**config.mk**
```make
export PLATFORM = sky130hd
export DESIGN_NAME = mstf_frame
export DESIGN_NICKNAME = d
export VERILOG_FILES = /design/src/mstf_pkg.sv /design/src/mstf_frame.sv
export SDC_FILE = /design/constraint.sdc
export NUM_CORES = 1
export LEC_CHECK = 0
export BUFFER_PORTS_ARGS = -buffer_cell sky130_fd_sc_hd__clkbuf_2
export CAP_MARGIN = 5
export CORE_MARGIN = 1
export CORE_UTILIZATION = 45
export CTS_CLUSTER_DIAMETER = 60
export DETAILED_ROUTE_END_ITERATION = 6
export GPL_TIMING_DRIVEN = 1
export PLACE_DENSITY = 0.94
export SYNTH_ARGS = -nofsm -noshare
export SYNTH_HDL_FRONTEND = slang
export SYNTH_SLANG_ARGS = --single-unit
```
**constraint.sdc**
```tcl
create_clock -name clk -period 5.5 [get_ports clk]
set_input_delay 0.825 -clock clk [delete_from_list [all_inputs] [get_ports clk]]
set_output_delay 0.825 -clock clk [all_outputs]
set_load 0.01 [all_outputs]
```
**src/mstf_pkg.sv**
```systemverilog
// constants, field layout and register map of the message interrupt frames
//
// Operation
// - each frame is 4KB of 32-bit registers
// - non-secure frame always present, takes non-secure accesses
// - secure frame optional, answers secure accesses only
// - type 0x008, trigger 0x040, identification 0xfcc
// - secure frame repeats layout, own trigger
// - all registers accept 32-bit word accesses
// - trigger registers also take low halfword writes
// - little-endian byte lanes on every access
// - type bits 25:16 give base interrupt number
// - assigned interrupt numbers lie within 32 to 1020
// - type bits 9:0 give contiguous interrupt count
// - trigger registers write-only, reads undefined
// - trigger write pulses interrupt numbered by bits 9:0
// - out-of-range number ignored, no event
// - identification bits 31:20 hold product identifier
// - identification bits 19:16 hold version, zero
// - identification bits 15:12 hold component revision
// - identification bits 11:0 hold implementer code
// - drive an edge on matching distributor input
// - secure and non-secure ranges never overlap
// - frame inputs driven only by this logic
package mstf_pkg;
    // ========================================================
    // bus geometry
    localparam int        ADDR_W      = 13;
    localparam int        FRAME_BIT   = 12;
    localparam logic [11:0] OFF_TYPE  = 12'h008;
    localparam logic [11:0] OFF_TRIG  = 12'h040;
    localparam logic [11:0] OFF_IDENT = 12'hfcc;
    localparam logic [3:0]  STRB_WORD = 4'hf;
    localparam logic [3:0]  STRB_HALF = 4'h3;
    localparam logic [31:0] ZERO_WORD = 32'h0000_0000;
    // ========================================================
    // interrupt allocation
    localparam bit        HAS_SECURE  = 1'b1;
    localparam int        NS_COUNT    = 32;
    localparam int        S_COUNT     = 16;
    localparam logic [9:0] NS_BASE    = 10'h040;
    localparam logic [9:0] S_BASE     = 10'h080;
    localparam logic [9:0] SPI_MIN    = 10'h020;
    localparam logic [9:0] SPI_MAX    = 10'h3fc;
    // ========================================================
    // identification fields; product, revision and implementer codes are arbitrary
    localparam logic [11:0] PRODUCT_ID = 12'h5a1;
    localparam logic [3:0]  ARCH_VER   = 4'h0;
    localparam logic [3:0]  REVISION   = 4'h1;
    localparam logic [3:0]  JEP_CONT   = 4'h0;
    localparam logic [6:0]  JEP_IDENT  = 7'h2b;
endpackage : mstf_pkg

```
**src/mstf_frame.sv**
```systemverilog
// message interrupt frames: register decode and distributor edge outputs
`timescale 1ns/1ns
module mstf_frame
    import mstf_pkg::*;
(
    input  wire logic                clk,
    input  wire logic                reset,
    input  wire logic                bus_valid,
    input  wire logic                bus_write,
    input  wire logic [ADDR_W-1:0]   bus_addr,
    input  wire logic [31:0]         bus_wdata,
    input  wire logic [3:0]          bus_wstrb,
    input  wire logic                bus_secure,
    output logic                     bus_ack,
    output logic [31:0]              bus_rdata,
    output logic [NS_COUNT-1:0]      ns_spi_edge,
    output logic [S_COUNT-1:0]       s_spi_edge
);
    // ========================================================
    // decode
    logic        sel_s;
    logic [11:0] offset;
    logic        access_ok;
    logic        trig_wr;
    logic [9:0]  spi_id;
    logic [10:0] ns_end;
    logic [10:0] s_end;
    logic        ns_hit;
    logic        s_hit;
    logic [9:0]  ns_idx;
    logic [9:0]  s_idx;
    logic [31:0] type_word;
    logic [31:0] ident_word;
    logic [31:0] rdata_next;

    assign sel_s     = bus_addr[FRAME_BIT];
    assign offset    = bus_addr[11:0];
    // secure frame only exists with the option and only for secure requesters
    assign access_ok = sel_s ? (HAS_SECURE && bus_secure) : 1'b1;
    // byte lane 0 holds bits 7:0; halfword must be the low lanes
    assign trig_wr   = bus_valid && bus_write && access_ok && (offset == OFF_TRIG)
                       && ((bus_wstrb == STRB_WORD) || (bus_wstrb == STRB_HALF));
    assign spi_id    = bus_wdata[9:0];
    assign ns_end    = {1'b0, NS_BASE} + 11'(NS_COUNT);
    assign s_end     = {1'b0, S_BASE} + 11'(S_COUNT);
    assign ns_hit    = trig_wr && !sel_s && (spi_id >= NS_BASE)
                       && ({1'b0, spi_id} < ns_end);
    assign s_hit     = trig_wr && sel_s && (spi_id >= S_BASE)
                       && ({1'b0, spi_id} < s_end);
    assign ns_idx    = spi_id - NS_BASE;
    assign s_idx     = spi_id - S_BASE;

    // both frames share the layout, only the allocation differs
    assign type_word  = sel_s ? {6'h00, S_BASE, 6'h00, 10'(S_COUNT)}
                              : {6'h00, NS_BASE, 6'h00, 10'(NS_COUNT)};
    assign ident_word = {PRODUCT_ID, ARCH_VER, REVISION, JEP_CONT, 1'b0, JEP_IDENT};

    always_comb
    begin
        rdata_next = ZERO_WORD;
        // trigger reads and every reserved offset return zero
        if (bus_valid && !bus_write && access_ok)
        begin
            case (offset)
                OFF_TYPE:  rdata_next = type_word;
                OFF_IDENT: rdata_next = ident_word;
                default:   rdata_next = ZERO_WORD;
            endcase
        end
    end

    // ========================================================
    // bus answer: every request completes one cycle later
    always_ff @(posedge clk)
    begin
        if (reset)
        begin
            bus_ack   <= 1'b0;
            bus_rdata <= ZERO_WORD;
        end
        else
        begin
            bus_ack   <= bus_valid;
            bus_rdata <= rdata_next;
        end
    end

    // ========================================================
    // one-cycle pulses; the distributor sees each as a rising edge,
    // so those inputs must be set edge-triggered and fed by nothing else
    for (genvar i = 0; i < NS_COUNT; i++)
    begin : g_ns
        always_ff @(posedge clk)
        begin
            if (reset)
                ns_spi_edge[i] <= 1'b0;
            else
                ns_spi_edge[i] <= ns_hit && (ns_idx == 10'(i));
        end
    end

    for (genvar j = 0; j < S_COUNT; j++)
    begin : g_s
        always_ff @(posedge clk)
        begin
            if (reset)
                s_spi_edge[j] <= 1'b0;
            else
                s_spi_edge[j] <= s_hit && (s_idx == 10'(j));
        end
    end

    // ========================================================
    // checks
    ranges_valid_a: assert property (@(posedge clk) disable iff (reset)
        (NS_BASE >= SPI_MIN) && ({1'b0, NS_BASE} + 11'(NS_COUNT) - 11'd1 <= {1'b0, SPI_MAX})
        && (S_BASE >= SPI_MIN) && ({1'b0, S_BASE} + 11'(S_COUNT) - 11'd1 <= {1'b0, SPI_MAX}))
        else $error("interrupt allocation outside legal range");

    ranges_apart_a: assert property (@(posedge clk) disable iff (reset)
        ({1'b0, NS_BASE} >= s_end) || ({1'b0, S_BASE} >= ns_end))
        else $error("secure and non-secure ranges overlap");

    ack_timing_a: assert property (@(posedge clk) disable iff (reset)
        bus_valid |=> bus_ack ##1 (!bus_ack || $past(bus_valid)))
        else $error("ack not one cycle after request");

    ns_trigger_a: assert property (@(posedge clk) disable iff (reset)
        (bus_valid && bus_write && !sel_s && (offset == OFF_TRIG) && (bus_wstrb == STRB_WORD)
         && (bus_wdata[9:0] == NS_BASE + 10'd3))
        |=> ns_spi_edge[3] && $onehot(ns_spi_edge))
        else $error("valid trigger write gave no edge");

    half_trigger_a: assert property (@(posedge clk) disable iff (reset)
        (bus_valid && bus_write && !sel_s && (offset == OFF_TRIG) && (bus_wstrb == STRB_HALF)
         && (bus_wdata[9:0] == NS_BASE)) |=> ns_spi_edge[0])
        else $error("halfword trigger write ignored");

    out_range_a: assert property (@(posedge clk) disable iff (reset)
        (bus_valid && bus_write && ({1'b0, bus_wdata[9:0]} >= ns_end)
         && ({1'b0, bus_wdata[9:0]} >= s_end))
        |=> (ns_spi_edge == '0) && (s_spi_edge == '0))
        else $error("out of range write raised an edge");

    secure_guard_a: assert property (@(posedge clk) disable iff (reset)
        (bus_valid && sel_s && !bus_secure)
        |=> (s_spi_edge == '0) && (ns_spi_edge == '0) && (bus_rdata == ZERO_WORD))
        else $error("non-secure access reached secure frame");

    type_read_a: assert property (@(posedge clk) disable iff (reset)
        (bus_valid && !bus_write && !sel_s && (offset == OFF_TYPE))
        |=> (bus_rdata[25:16] == NS_BASE) && (bus_rdata[9:0] == 10'(NS_COUNT))
            && (bus_rdata[31:26] == 6'h00) && (bus_rdata[15:10] == 6'h00))
        else $error("type register contents wrong");

    ident_read_a: assert property (@(posedge clk) disable iff (reset)
        (bus_valid && !bus_write && access_ok && (offset == OFF_IDENT))
        |=> (bus_rdata[19:16] == ARCH_VER) && !bus_rdata[7] && (bus_rdata[31:20] == PRODUCT_ID))
        else $error("identification register contents wrong");

    reserved_read_a: assert property (@(posedge clk) disable iff (reset)
        (bus_valid && !bus_write && (offset != OFF_TYPE) && (offset != OFF_IDENT))
        |=> (bus_rdata == ZERO_WORD))
        else $error("reserved offset read nonzero");

    single_pulse_a: assert property (@(posedge clk) disable iff (reset)
        $onehot0({ns_spi_edge, s_spi_edge}) && ((ns_spi_edge != '0 || s_spi_edge != '0)
        -> $past(bus_valid && bus_write)))
        else $error("edge without a trigger write");

    // ========================================================
    // bus answer checks
    ack_only_req_a: assert property (@(posedge clk) disable iff (reset)
        !bus_valid |=> !bus_ack)
        else $error("ack without a request");

    ack_read_a: assert property (@(posedge clk) disable iff (reset)
        (bus_valid && !bus_write)
        |=> bus_ack)
        else $error("read not acknowledged");

    ack_write_a: assert property (@(posedge clk) disable iff (reset)
        (bus_valid && bus_write)
        |=> bus_ack && (bus_rdata == ZERO_WORD))
        else $error("write not acknowledged with zero data");

    rdata_idle_a: assert property (@(posedge clk) disable iff (reset)
        !(bus_valid && !bus_write) |=> (bus_rdata == ZERO_WORD))
        else $error("read data not zero outside a read");

    trig_read_a: assert property (@(posedge clk) disable iff (reset)
        (bus_valid && !bus_write && (offset == OFF_TRIG))
        |=> (bus_rdata == ZERO_WORD))
        else $error("trigger register read nonzero");

    impl_span_a: assert property (@(posedge clk) disable iff (reset)
        (bus_valid && !bus_write && (offset > OFF_IDENT))
        |=> (bus_rdata == ZERO_WORD))
        else $error("implementation span read nonzero");

    s_type_read_a: assert property (@(posedge clk) disable iff (reset)
        (bus_valid && !bus_write && sel_s && bus_secure && HAS_SECURE && (offset == OFF_TYPE))
        |=> (bus_rdata[25:16] == S_BASE) && (bus_rdata[9:0] == 10'(S_COUNT)))
        else $error("secure type register contents wrong");

    ident_low_a: assert property (@(posedge clk) disable iff (reset)
        (bus_valid && !bus_write && access_ok && (offset == OFF_IDENT))
        |=> (bus_rdata[15:12] == REVISION) && (bus_rdata[11:8] == JEP_CONT)
            && (bus_rdata[6:0] == JEP_IDENT))
        else $error("identification revision or implementer wrong");

    s_ident_read_a: assert property (@(posedge clk) disable iff (reset)
        (bus_valid && !bus_write && sel_s && bus_secure && HAS_SECURE && (offset == OFF_IDENT))
        |=> (bus_rdata[31:20] == PRODUCT_ID) && (bus_rdata[15:12] == REVISION)
            && (bus_rdata[6:0] == JEP_IDENT))
        else $error("secure identification register contents wrong");

    ident_guard_a: assert property (@(posedge clk) disable iff (reset)
        (bus_valid && !bus_write && !access_ok) |=> (bus_rdata == ZERO_WORD))
        else $error("refused read returned data");

    // ========================================================
    // trigger checks
    base_index_a: assert property (@(posedge clk) disable iff (reset)
        (bus_valid && bus_write && !sel_s && (offset == OFF_TRIG) && (bus_wstrb == STRB_WORD)
         && (bus_wdata[9:0] == NS_BASE)) |=> ns_spi_edge[0] && (s_spi_edge == '0))
        else $error("base interrupt write gave no edge");

    top_index_a: assert property (@(posedge clk) disable iff (reset)
        (bus_valid && bus_write && !sel_s && (offset == OFF_TRIG) && (bus_wstrb == STRB_WORD)
         && (bus_wdata[9:0] == NS_BASE + 10'(NS_COUNT - 1)))
        |=> ns_spi_edge[NS_COUNT-1])
        else $error("last interrupt write gave no edge");

    upper_bits_a: assert property (@(posedge clk) disable iff (reset)
        (bus_valid && bus_write && !sel_s && (offset == OFF_TRIG) && (bus_wstrb == STRB_WORD)
         && (bus_wdata[31:10] != '0) && (bus_wdata[9:0] == NS_BASE + 10'd5))
        |=> ns_spi_edge[5])
        else $error("upper data bits blocked a trigger");

    mid_half_a: assert property (@(posedge clk) disable iff (reset)
        (bus_valid && bus_write && !sel_s && (offset == OFF_TRIG) && (bus_wstrb == STRB_HALF)
         && (bus_wdata[9:0] == NS_BASE + 10'd16))
        |=> ns_spi_edge[16])
        else $error("halfword trigger write gave no edge");

    ns_sec_req_a: assert property (@(posedge clk) disable iff (reset)
        (bus_valid && bus_write && !sel_s && bus_secure && (offset == OFF_TRIG)
         && (bus_wstrb == STRB_WORD) && (bus_wdata[9:0] == NS_BASE + 10'd7))
        |=> ns_spi_edge[7])
        else $error("secure requester refused by non-secure frame");

    s_trigger_a: assert property (@(posedge clk) disable iff (reset)
        (bus_valid && bus_write && sel_s && bus_secure && HAS_SECURE && (offset == OFF_TRIG)
         && (bus_wstrb == STRB_WORD) && (bus_wdata[9:0] == S_BASE + 10'd5))
        |=> s_spi_edge[5] && $onehot(s_spi_edge) && (ns_spi_edge == '0))
        else $error("secure trigger write gave no edge");

    s_half_a: assert property (@(posedge clk) disable iff (reset)
        (bus_valid && bus_write && sel_s && bus_secure && HAS_SECURE && (offset == OFF_TRIG)
         && (bus_wstrb == STRB_HALF) && (bus_wdata[9:0] == S_BASE + 10'(S_COUNT - 1)))
        |=> s_spi_edge[S_COUNT-1])
        else $error("secure halfword trigger write ignored");

    strobe_refused_a: assert property (@(posedge clk) disable iff (reset)
        (bus_valid && bus_write && (bus_wstrb != STRB_WORD) && (bus_wstrb != STRB_HALF))
        |=> (ns_spi_edge == '0) && (s_spi_edge == '0))
        else $error("partial strobe write raised an edge");

    wrong_offset_a: assert property (@(posedge clk) disable iff (reset)
        (bus_valid && bus_write && (offset != OFF_TRIG))
        |=> (ns_spi_edge == '0) && (s_spi_edge == '0))
        else $error("write to other offset raised an edge");

    ns_below_a: assert property (@(posedge clk) disable iff (reset)
        (bus_valid && !sel_s && (bus_wdata[9:0] < NS_BASE))
        |=> (ns_spi_edge == '0))
        else $error("number below non-secure range raised an edge");

    ns_above_a: assert property (@(posedge clk) disable iff (reset)
        (bus_valid && !sel_s && ({1'b0, bus_wdata[9:0]} >= ns_end))
        |=> (ns_spi_edge == '0))
        else $error("number above non-secure range raised an edge");

    s_below_a: assert property (@(posedge clk) disable iff (reset)
        (bus_valid && sel_s && (bus_wdata[9:0] < S_BASE))
        |=> (s_spi_edge == '0))
        else $error("number below secure range raised an edge");

    ns_frame_only_a: assert property (@(posedge clk) disable iff (reset)
        (bus_valid && !sel_s) |=> (s_spi_edge == '0))
        else $error("non-secure frame raised a secure edge");

    s_frame_only_a: assert property (@(posedge clk) disable iff (reset)
        (bus_valid && sel_s) |=> (ns_spi_edge == '0))
        else $error("secure frame raised a non-secure edge");

    idle_quiet_a: assert property (@(posedge clk) disable iff (reset)
        !(bus_valid && bus_write) |=> (ns_spi_edge == '0) && (s_spi_edge == '0))
        else $error("edge without a write");

    reset_quiet_a: assert property (@(posedge clk)
        reset |=> !bus_ack && (bus_rdata == ZERO_WORD)
            && (ns_spi_edge == '0) && (s_spi_edge == '0))
        else $error("outputs not cleared by reset");
endmodule : mstf_frame

```
==> results of run 1 <==
## final timing paths
kind / depth (start not counted) / from / end
max: 7 / bus_wdata[7] / ns_spi_edge[7]
min: 2 / bus_valid / bus_ack
## registers in the layout, summed over array words and instances (netlist names)
signal       flops
bus_ack          1
s_spi_edge      16
ns_spi_edge     32
bus_rdata        4
## logic make-up (layout without fill, tap and decap cells)
group                      after synthesis  count (layout)  share of synthesized area (%)
xor gates and xnor gates                 3               3                           1.27
other                                    1              19                          0.181
DFF                                     53              53                           51.1
buffers and inverters                   42             102                           13.8
and+or+nand+nor                        114             114                           32.2
adders and majority gates                2               2                           1.21
AOI/OAI and AO/OA                        1               1                          0.241
## worst max-delay path: cells and delay by family
| family | cells | cell delay, ns |
|---|---|---|
| xor+xnor | 1 | 0.12 |
| fa+ha+maj | 1 | 0.24 |
| buf+inv | 2 | 0.34 |
| simple gates | 3 | 1.19 |
## through the flow
step,total power [W],cells,area [µm²],setup slack (ns)
CTS,0.000678,346,2500,2.96
global route,0.000702,346,2500,2.78
floorplan,0.000429,234,2140,3.21
finish,0.000677,346,2500,2.95
global placement,0.000437,339,2390,2.81
detailed placement,0.000438,339,2390,2.68
## cell type report
| type | count | area share [%] |
|---|---|---|
| Clock buffer | 5 | 2.75 |
| Clock inverter | 2 | 1.40 |
| Inverter | 2 | 0.300 |
| Multi-Input combinational cell | 139 | 31.8 |
| Sequential cell | 53 | 42.5 |
| Tap cell | 52 | 2.60 |
| Timing Repair Buffer | 93 | 18.6 |
## power by group
part	internal [W]	switching, W
Sequential	0.000384	0.000000103
Clock	0.000132	0.000114
Combinational	0.0000164	0.0000298
## routing by layer
layer  vias up  GRT usage (%)  routed length, µm
li1        890              -                  -
met1       803           22.4               1840
met2        88           29.0               2120
met3        11           3.46                278
met4         0           7.78                 86
met5         -              0                  0
## Yosys cell counts
master / count / area [µm²]
a21oi_1: 1 / 5.00
nor4_1: 51 / 319
nand3_1: 2 / 10.0
nand4_1: 2 / 12.5
nand2b_1: 7 / 43.8
or4b_2: 1 / 10.0
or3b_2: 1 / 8.76
inv_1: 2 / 7.51
dfxtp_1: 53 / 1060
nor2b_1: 3 / 18.8
conb_1: 1 / 3.75
or2_2: 5 / 31.3
clkbuf_1: 6 / 22.5
nor4b_2: 1 / 15.0
buf_4: 28 / 210
and4_1: 1 / 8.76
xor2_1: 1 / 8.76
ha_1: 2 / 25.0
buf_6: 3 / 33.8
buf_1: 3 / 11.3
nor3b_1: 3 / 22.5
nor3_1: 5 / 25.0
nor4b_1: 2 / 17.5
nand2_1: 23 / 86.3
nor2_1: 4 / 15.0
or4_4: 1 / 11.3
xnor2_1: 2 / 17.5
or3_1: 2 / 12.5
==> impl_metrics.csv, run 1 <==
group,metric,value,unit
outcome,outcome,"complete, no violations",
placed_design,gp_congestion,0.773,
setup_path,crit_type,"input port to flip-flop",
setup_path,crit_slowest_cell,"nand2_1",
setup_path,arrival,2.74,ns
global_routing,grt-ovfl-total,0,
sta,hold_ws,0.749,ns
sta,slew_violations,0,
global_routing,grt_pass1_vias,1549,
floorplan,core_area,4380,µm²
floorplan,rows,24,
setup_path,max_stage_delay,0.54,ns
routing,drc,0,
sta,period_share,46.3,%
yosys,ys_types,28,
yosys,synth.cell_area,2070,µm²
setup_path,cp-start-kind,"input port",
final_layout,final-seq-area,1060,µm²
cts,h-tree-depth,2,
sta,period_needed,2.55,ns
sta,rsz0062_at_grt,"false",
sta,setup_violations,0,
sta,fin_tns_setup,0,ns
floorplan,initial_core_util,47.3,%
yosys,ys_seq_area_share,51.1,%
floorplan,fp.dieW,69.9,µm
routing,ant_nets,0,
floorplan,die-area,4890,µm²
floorplan,boundaryPins,135,
power_and_ir_drop,power_density,271,nW/µm²
yosys,netlist_instances,216,
global_routing,grt.total_usage,17.6,%
global_routing,antenna_found_initial,0,
setup_path,crit_fanout,32,
cts,cts_buffers,5,
yosys,syn_avg_cell_area,9.60,µm²
routing,drtIter0Drc,88,
global_routing,grt_pass1_wl,6.93,mm
cts,holdBufCountCts,0,
global_routing,grt_max_degree,49,
sta,timing.fmax,0.392,GHz
final_layout,final_util,57.0,%
hold_path,hold_path.class,"input port to flip-flop",
final_layout,n_fill_cell,390,
yosys,ys_seq_elements,53,
setup_path,path_cells,"clkbuf_2, inv_1, ha_1, nor2b_1, xnor2_1, nand2_1, nor4_1",
floorplan,die_height,69.9,µm
final_layout,mostFrequentLayoutCells,"clkbuf_2 (93), dfxtp_1 (53), nor4_1 (51)",
placed_design,portBuffers,93,
final_layout,antennaDiodeCount,0,
sta,hold_viol,0,
power_and_ir_drop,p_leak,1.07,nW
final_layout,multi_input_area,796,µm²
sta,worst_pin_slew,0.945,ns
final_layout,area_delta_synth_final,20.4,%
cts,cts_tree,"yes",
final_layout,num-nets-final,350,
cts,cts_max_path_buffers,2,
final_layout,final_common_cell,"clkbuf_2",
setup_path,cp.required,5.69,ns
power_and_ir_drop,irDropWorstVdd,0.0858,mV
routing,drt-total-wl,4.33,mm
final_layout,drive_above_1_share,37.1,%
cts,path_clk_slew,0.09,ns
run,maxCapViolations,0,
sta,max_slew_margin,36.9,%
routing,via_per_inst,5.18,
cts,cts-root-buf,"clkbuf_8",
routing,wl_per_cell,12.5,µm
cts,clock_sinks,53,
setup_path,worst_setup_path_end_kind,"flip-flop",
yosys,yosysWarnings,0,
placed_design,dp_hpwl,3.25,mm
cts,ctsResizeCount,0,
cts,post_cts_buffers,0,
routing,drtPass1Iterations,4,
routing,vias,1792,
Note: power is estimated with default switching activity, not from simulation.
==> run 2: changes to the inputs <==
- CORE_UTILIZATION: 45 -> 42
- PLACE_DENSITY: 0.94 -> 0.89
- clock period: 5.5 -> 2.6 ns (I/O delays scaled with it)
==> run 2 against run 1 <==
Non-clock buffer count up 1; combinational power grew 110%; total power increased by 120%; die area grew 6.9%; worst hold slack got worse by 0.44 ns; clock power is 120% higher; wire length rose by 3.0%; flip-flop and latch count did not move; worst setup slack worse by 2.3 ns; cell count increased by 4.9%; core utilization is 3.3 points lower; critical path depth is the same; critical endpoint is now s_spi_edge[11].
==> impl_metrics.csv, run 2 (synthesized netlist as in run 1, its figures left out) <==
group,metric,value,unit
outcome,outcome,"complete, no violations",
sta,timing.fmax,0.518,GHz
cts,h-tree-depth,2,
cts,clock_sinks,53,
power_and_ir_drop,irDropWorstVdd,0.228,mV
final_layout,final_util,53.7,%
sta,fin_tns_setup,0,ns
power_and_ir_drop,p_comb_share,6.8,%
run,maxCapViolations,0,
global_routing,grt_pass1_wl,6.86,mm
hold_path,hold_path.class,"input port to flip-flop",
power_and_ir_drop,power_density,577,nW/µm²
floorplan,die_height,72.3,µm
placed_design,portBuffers,93,
global_routing,grt_pass1_vias,1465,
power_and_ir_drop,p_sw,0.000304,W
power_and_ir_drop,power.total,0.00146,W
cts,cts_tree,"yes",
sta,slew_violations,0,
cts,cts_max_path_buffers,2,
routing,drtPass1Iterations,4,
power_and_ir_drop,p_leak,1.08,nW
final_layout,final_common_cell,"clkbuf_2",
sta,hold_viol,0,
hold_path,min_to,"bus_rdata[23]",
sta,rsz0062_at_grt,"false",
sta,period_share,74.2,%
final_layout,largest_reg_flops,32,
hold_path,hold_start,"bus_addr[6]",
setup_path,cp.required,2.79,ns
cts,cts-root-buf,"clkbuf_8",
final_layout,reg.largest.list,"ns_spi_edge: 32 flops, s_spi_edge: 16 flops, bus_rdata: 4 flops",
routing,drc,0,
cts,ctsResizeCount,0,
final_layout,largest_register,"ns_spi_edge",
final_layout,area_delta_synth_final,22.3,%
floorplan,fp.dieW,72.3,µm
sta,worst_pin_slew,0.619,ns
final_layout,num-nets-final,351,
cts,post_cts_buffers,0,
global_routing,grt_max_degree,49,
setup_path,arrival,2.12,ns
global_routing,antenna_found_initial,0,
final_layout,mostFrequentLayoutCells,"clkbuf_2 (93), dfxtp_1 (53), nor4_1 (51)",
cts,cts_buffers,5,
floorplan,die-area,5220,µm²
routing,ant_nets,0,
routing,drt-total-wl,4.46,mm
hold_path,hold_path_depth,2,
sta,setup_violations,0,
sta,period_needed,1.93,ns
cts,path_clk_slew,0.08,ns
floorplan,core_area,4720,µm²
placed_design,gp_congestion,0.775,
setup_path,cp-start-kind,"input port",
final_layout,antennaDiodeCount,0,
routing,via_per_inst,4.96,
routing,vias,1800,
setup_path,crit_path_start,"bus_wdata[7]",
floorplan,initial_core_util,43.9,%
setup_path,worst_setup_path_end_kind,"flip-flop",
power_and_ir_drop,pwr-share-clk,37.8,%
power_and_ir_drop,seqPwrFrac,55.4,%
power_and_ir_drop,switching_share,20.8,%
final_layout,drive_above_1_share,37.2,%
global_routing,grt.total_usage,17.4,%
setup_path,crit_fanout,16,
floorplan,rows,25,
placed_design,dp_hpwl,3.33,mm
routing,drtIter0Drc,79,
power_and_ir_drop,internal-power,0.00116,W
sta,max_slew_margin,58.6,%
global_routing,grt-ovfl-total,0,
setup_path,crit_type,"input port to flip-flop",
cts,holdBufCountCts,0,
routing,wl_per_cell,12.3,µm
floorplan,boundaryPins,135,
[run 2: cell count changes in the layout (fill, tap and decap cells not counted), sizes merged]
cell	before	now
buf	0	1
clkbuf	98	100
clkinv	1	0
[run 2: per-layer routing]
layer / track usage, % / part of all wire, % / wire length, µm / vias up
met3: 4.44 / 7.8 / 348 / 10
met1: 21.2 / 41 / 1840 / 798
met4: 7.63 / 2.4 / 108 / 0
li1: - / - / - / 890
met2: 29.1 / 48 / 2160 / 102
met5: 0 / 0 / 0 / -
[run 2: how the worst max path moves through the flow]
stage,to,cells past startpoint
6_report,s_spi_edge[11],7
5_1_grt,s_spi_edge[11],7
2_1_floorplan,ns_spi_edge[16],6
3_5_place_dp,s_spi_edge[11],7
3_3_place_gp,ns_spi_edge[10],5
4_1_cts,s_spi_edge[11],7
[run 2: final cells by class]
cell class / instances / area (µm²)
clock buffers: 7 / 86.3
clock inverters: 1 / 30.0
fillers: 453 / 2190
inverters: 2 / 7.51
multi-input cells: 139 / 796
flip-flops and latches: 53 / 1060
well taps: 67 / 83.8
repair buffers: 94 / 473
[run 2: power by group through the flow]
stage	combinational (W)	clock (W)	sequential (W)
floorplan	0.0000756	0	0.000831
CTS	0.0000985	0.000570	0.000812
detailed placement	0.0000978	0	0.000831
finish	0.0000991	0.000553	0.000812
global placement	0.0000942	0	0.000831
global route	0.000110	0.000601	0.000812
[run 2: through the flow]
| step | worst slack, ns | cells | hold WS, ns | instance area [µm²] |
|---|---|---|---|---|
| floorplan | 0.744 | 234 | 0.467 | 2140 |
| global placement | 0.486 | 355 | 0.613 | 2420 |
| detailed placement | 0.367 | 355 | 0.630 | 2420 |
| CTS | 0.679 | 363 | 0.307 | 2540 |
| global route | 0.424 | 363 | 0.319 | 2540 |
| finish | 0.670 | 363 | 0.313 | 2540 |
[run 2: critical path, cell delays in order]
cell	delay [ns]
clkbuf_2	0.22
inv_1	0.11
ha_1	0.29
nand2_1	0.04
nor3_1	0.13
nand3_1	0.46
nor4_1	0.47
==> run 3: changes to the inputs <==
- CORE_UTILIZATION: 42 -> 38
- PLACE_DENSITY: 0.89 -> 0.85
- clock period: 2.6 -> 1.66 ns (I/O delays scaled with it)
==> run 3 against run 2 <==
Worst hold slack got worse by 0.14 ns; global-route usage decreased by 0.32 points; cell count grew 4.4%; critical endpoint is now ns_spi_edge[0]; critical path depth shrank 1; first-iteration DRC count up 53%; largest cell class unchanged; worst setup slack worse by 0.65 ns; total power increased by 45%.
==> impl_metrics.csv, run 3 (synthesized netlist as in run 1, its figures left out) <==
group,metric,value,unit
final_layout,final-seq-area,1060,µm²
hold_path,hold_path.class,"input port to flip-flop",
floorplan,die_height,75.9,µm
cts,clock_sinks,53,
global_routing,antenna_found_initial,0,
final_layout,num-nets-final,364,
routing,drtIter0Drc,121,
floorplan,boundaryPins,135,
placed_design,gp_congestion,0.835,
sta,period_share,98.8,%
routing,vias,1803,
final_layout,largest_reg_flops,32,
floorplan,die-area,5760,µm²
sta,slew_violations,0,
setup_path,cp.required,1.84,ns
cts,path_clk_slew,0.09,ns
global_routing,grt-ovfl-total,0,
final_layout,antennaDiodeCount,0,
setup_path,max_stage_delay,0.52,ns
cts,cts-root-buf,"clkbuf_8",
cts,cts_buffers,5,
hold_path,min_to,"bus_ack",
final_layout,design_area,2640,µm²
outcome,outcome,"complete, no violations",
floorplan,rows,26,
sta,hold_viol,0,
setup_path,crit_slowest_cell,"or4_4",
run,maxCapViolations,0,
final_layout,reg.largest.list,"ns_spi_edge: 32 flops, s_spi_edge: 16 flops, bus_rdata: 4 flops",
global_routing,grt_max_degree,49,
routing,drtPass1Iterations,4,
sta,setup_violations,0,
floorplan,fp.dieW,75.9,µm
power_and_ir_drop,p_leak,1.14,nW
final_layout,multi_input_area,808,µm²
routing,ant_nets,0,
floorplan,core_area,5170,µm²
global_routing,grt.total_usage,17.1,%
routing,drt-total-wl,4.59,mm
power_and_ir_drop,irDropWorstVdd,0.440,mV
placed_design,placed_area,2550,µm²
cts,cts_max_path_buffers,2,
cts,h-tree-depth,2,
setup_path,crit_fanout,48,
final_layout,drive_above_1_share,40.1,%
cts,post_cts_buffers,0,
sta,hold_ws,0.177,ns
routing,via_per_inst,4.76,
cts,ctsResizeCount,0,
routing,drc,0,
sta,timing.fmax,0.610,GHz
floorplan,initial_core_util,40.1,%
setup_path,path_cells,"clkbuf_2, nor4_2, nand2_1, or4_4, buf_12, nor4_1",
setup_path,arrival,1.82,ns
final_layout,largest_register,"ns_spi_edge",
global_routing,grt_pass1_vias,1652,
placed_design,dp_hpwl,3.45,mm
final_layout,mostFrequentLayoutCells,"clkbuf_2 (93), dfxtp_1 (53), nor4_1 (49)",
hold_path,hold_path_depth,2,
setup_path,crit_type,"input port to flip-flop",
power_and_ir_drop,power_density,801,nW/µm²
global_routing,grt_pass1_wl,7.36,mm
sta,rsz0062_at_grt,"true",
routing,wl_per_cell,12.1,µm
cts,cts_tree,"yes",
final_layout,final_util,51.1,%
sta,fin_tns_setup,0,ns
cts,holdBufCountCts,0,
sta,period_needed,1.64,ns
final_layout,area_delta_synth_final,27.4,%
placed_design,portBuffers,93,
hold_path,hold_start,"bus_valid",
setup_path,cp-start-kind,"input port",
final_layout,n_fill_cell,469,
final_layout,final_common_cell,"clkbuf_2",
setup_path,worst_setup_path_end_kind,"flip-flop",
==> run 3: cell count changes in the layout (fill, tap and decap cells not counted), moves of 2 or more <==
cell / before / now
nor4_2: 0 / 2
buf_4: 1 / 12
nor4_1: 51 / 49
buf_12: 0 / 2
==> run 3: per-stage QoR <==
| stage | worst slack (ns) | total power (W) | instances |
|---|---|---|---|
| finish | 0.0195 | 0.00212 | 379 |
| global route | -0.0436 | 0.00222 | 379 |
| CTS | 0.0362 | 0.00213 | 379 |
| detailed placement | -0.216 | 0.00147 | 371 |
| global placement | -0.157 | 0.00146 | 371 |
| floorplan | 0.0170 | 0.00142 | 234 |
==> run 3: worst max-delay path: cells and delay by family <==
| family | cells | cell delay [ns] |
|---|---|---|
| buffers and inverters | 2 | 0.29 |
| AND/OR/NAND/NOR | 4 | 1.28 |
==> run 3: metal layers <==
layer  track usage, %  routed length [µm]  up-vias
li1                 -                   -      913
met1             19.8                1950      806
met2             28.8                2270       77
met3             5.03                 301        7
met4             8.23                  64        0
met5                0                   0        -
==> run 3: worst max path at each step <==
stage,endpoint,startpoint,slack [ns]
floorplan,ns_spi_edge[5],bus_addr[9],0.02
global placement,ns_spi_edge[0],bus_addr[9],-0.16
detailed placement,s_spi_edge[13],bus_addr[9],-0.22
CTS,ns_spi_edge[0],bus_addr[9],0.04
global route,s_spi_edge[13],bus_addr[9],-0.04
finish,ns_spi_edge[0],bus_addr[9],0.02
==> run 3: cell type report <==
cell class / count / share of cell area, %
clock buffers: 7 / 2.89
clock inverters: 1 / 0.284
inverters: 2 / 0.284
multi-input cells: 139 / 30.6
flip-flops and latches: 53 / 40.1
well taps: 70 / 3.31
repair buffers: 107 / 22.5
==> run 3: power breakdown <==
group          total, W  switching, W  internal (W)
logic          0.000169      0.000102     0.0000667
clock network  0.000678      0.000379      0.000299
registers       0.00127   0.000000308       0.00127
total           0.00212      0.000482       0.00164
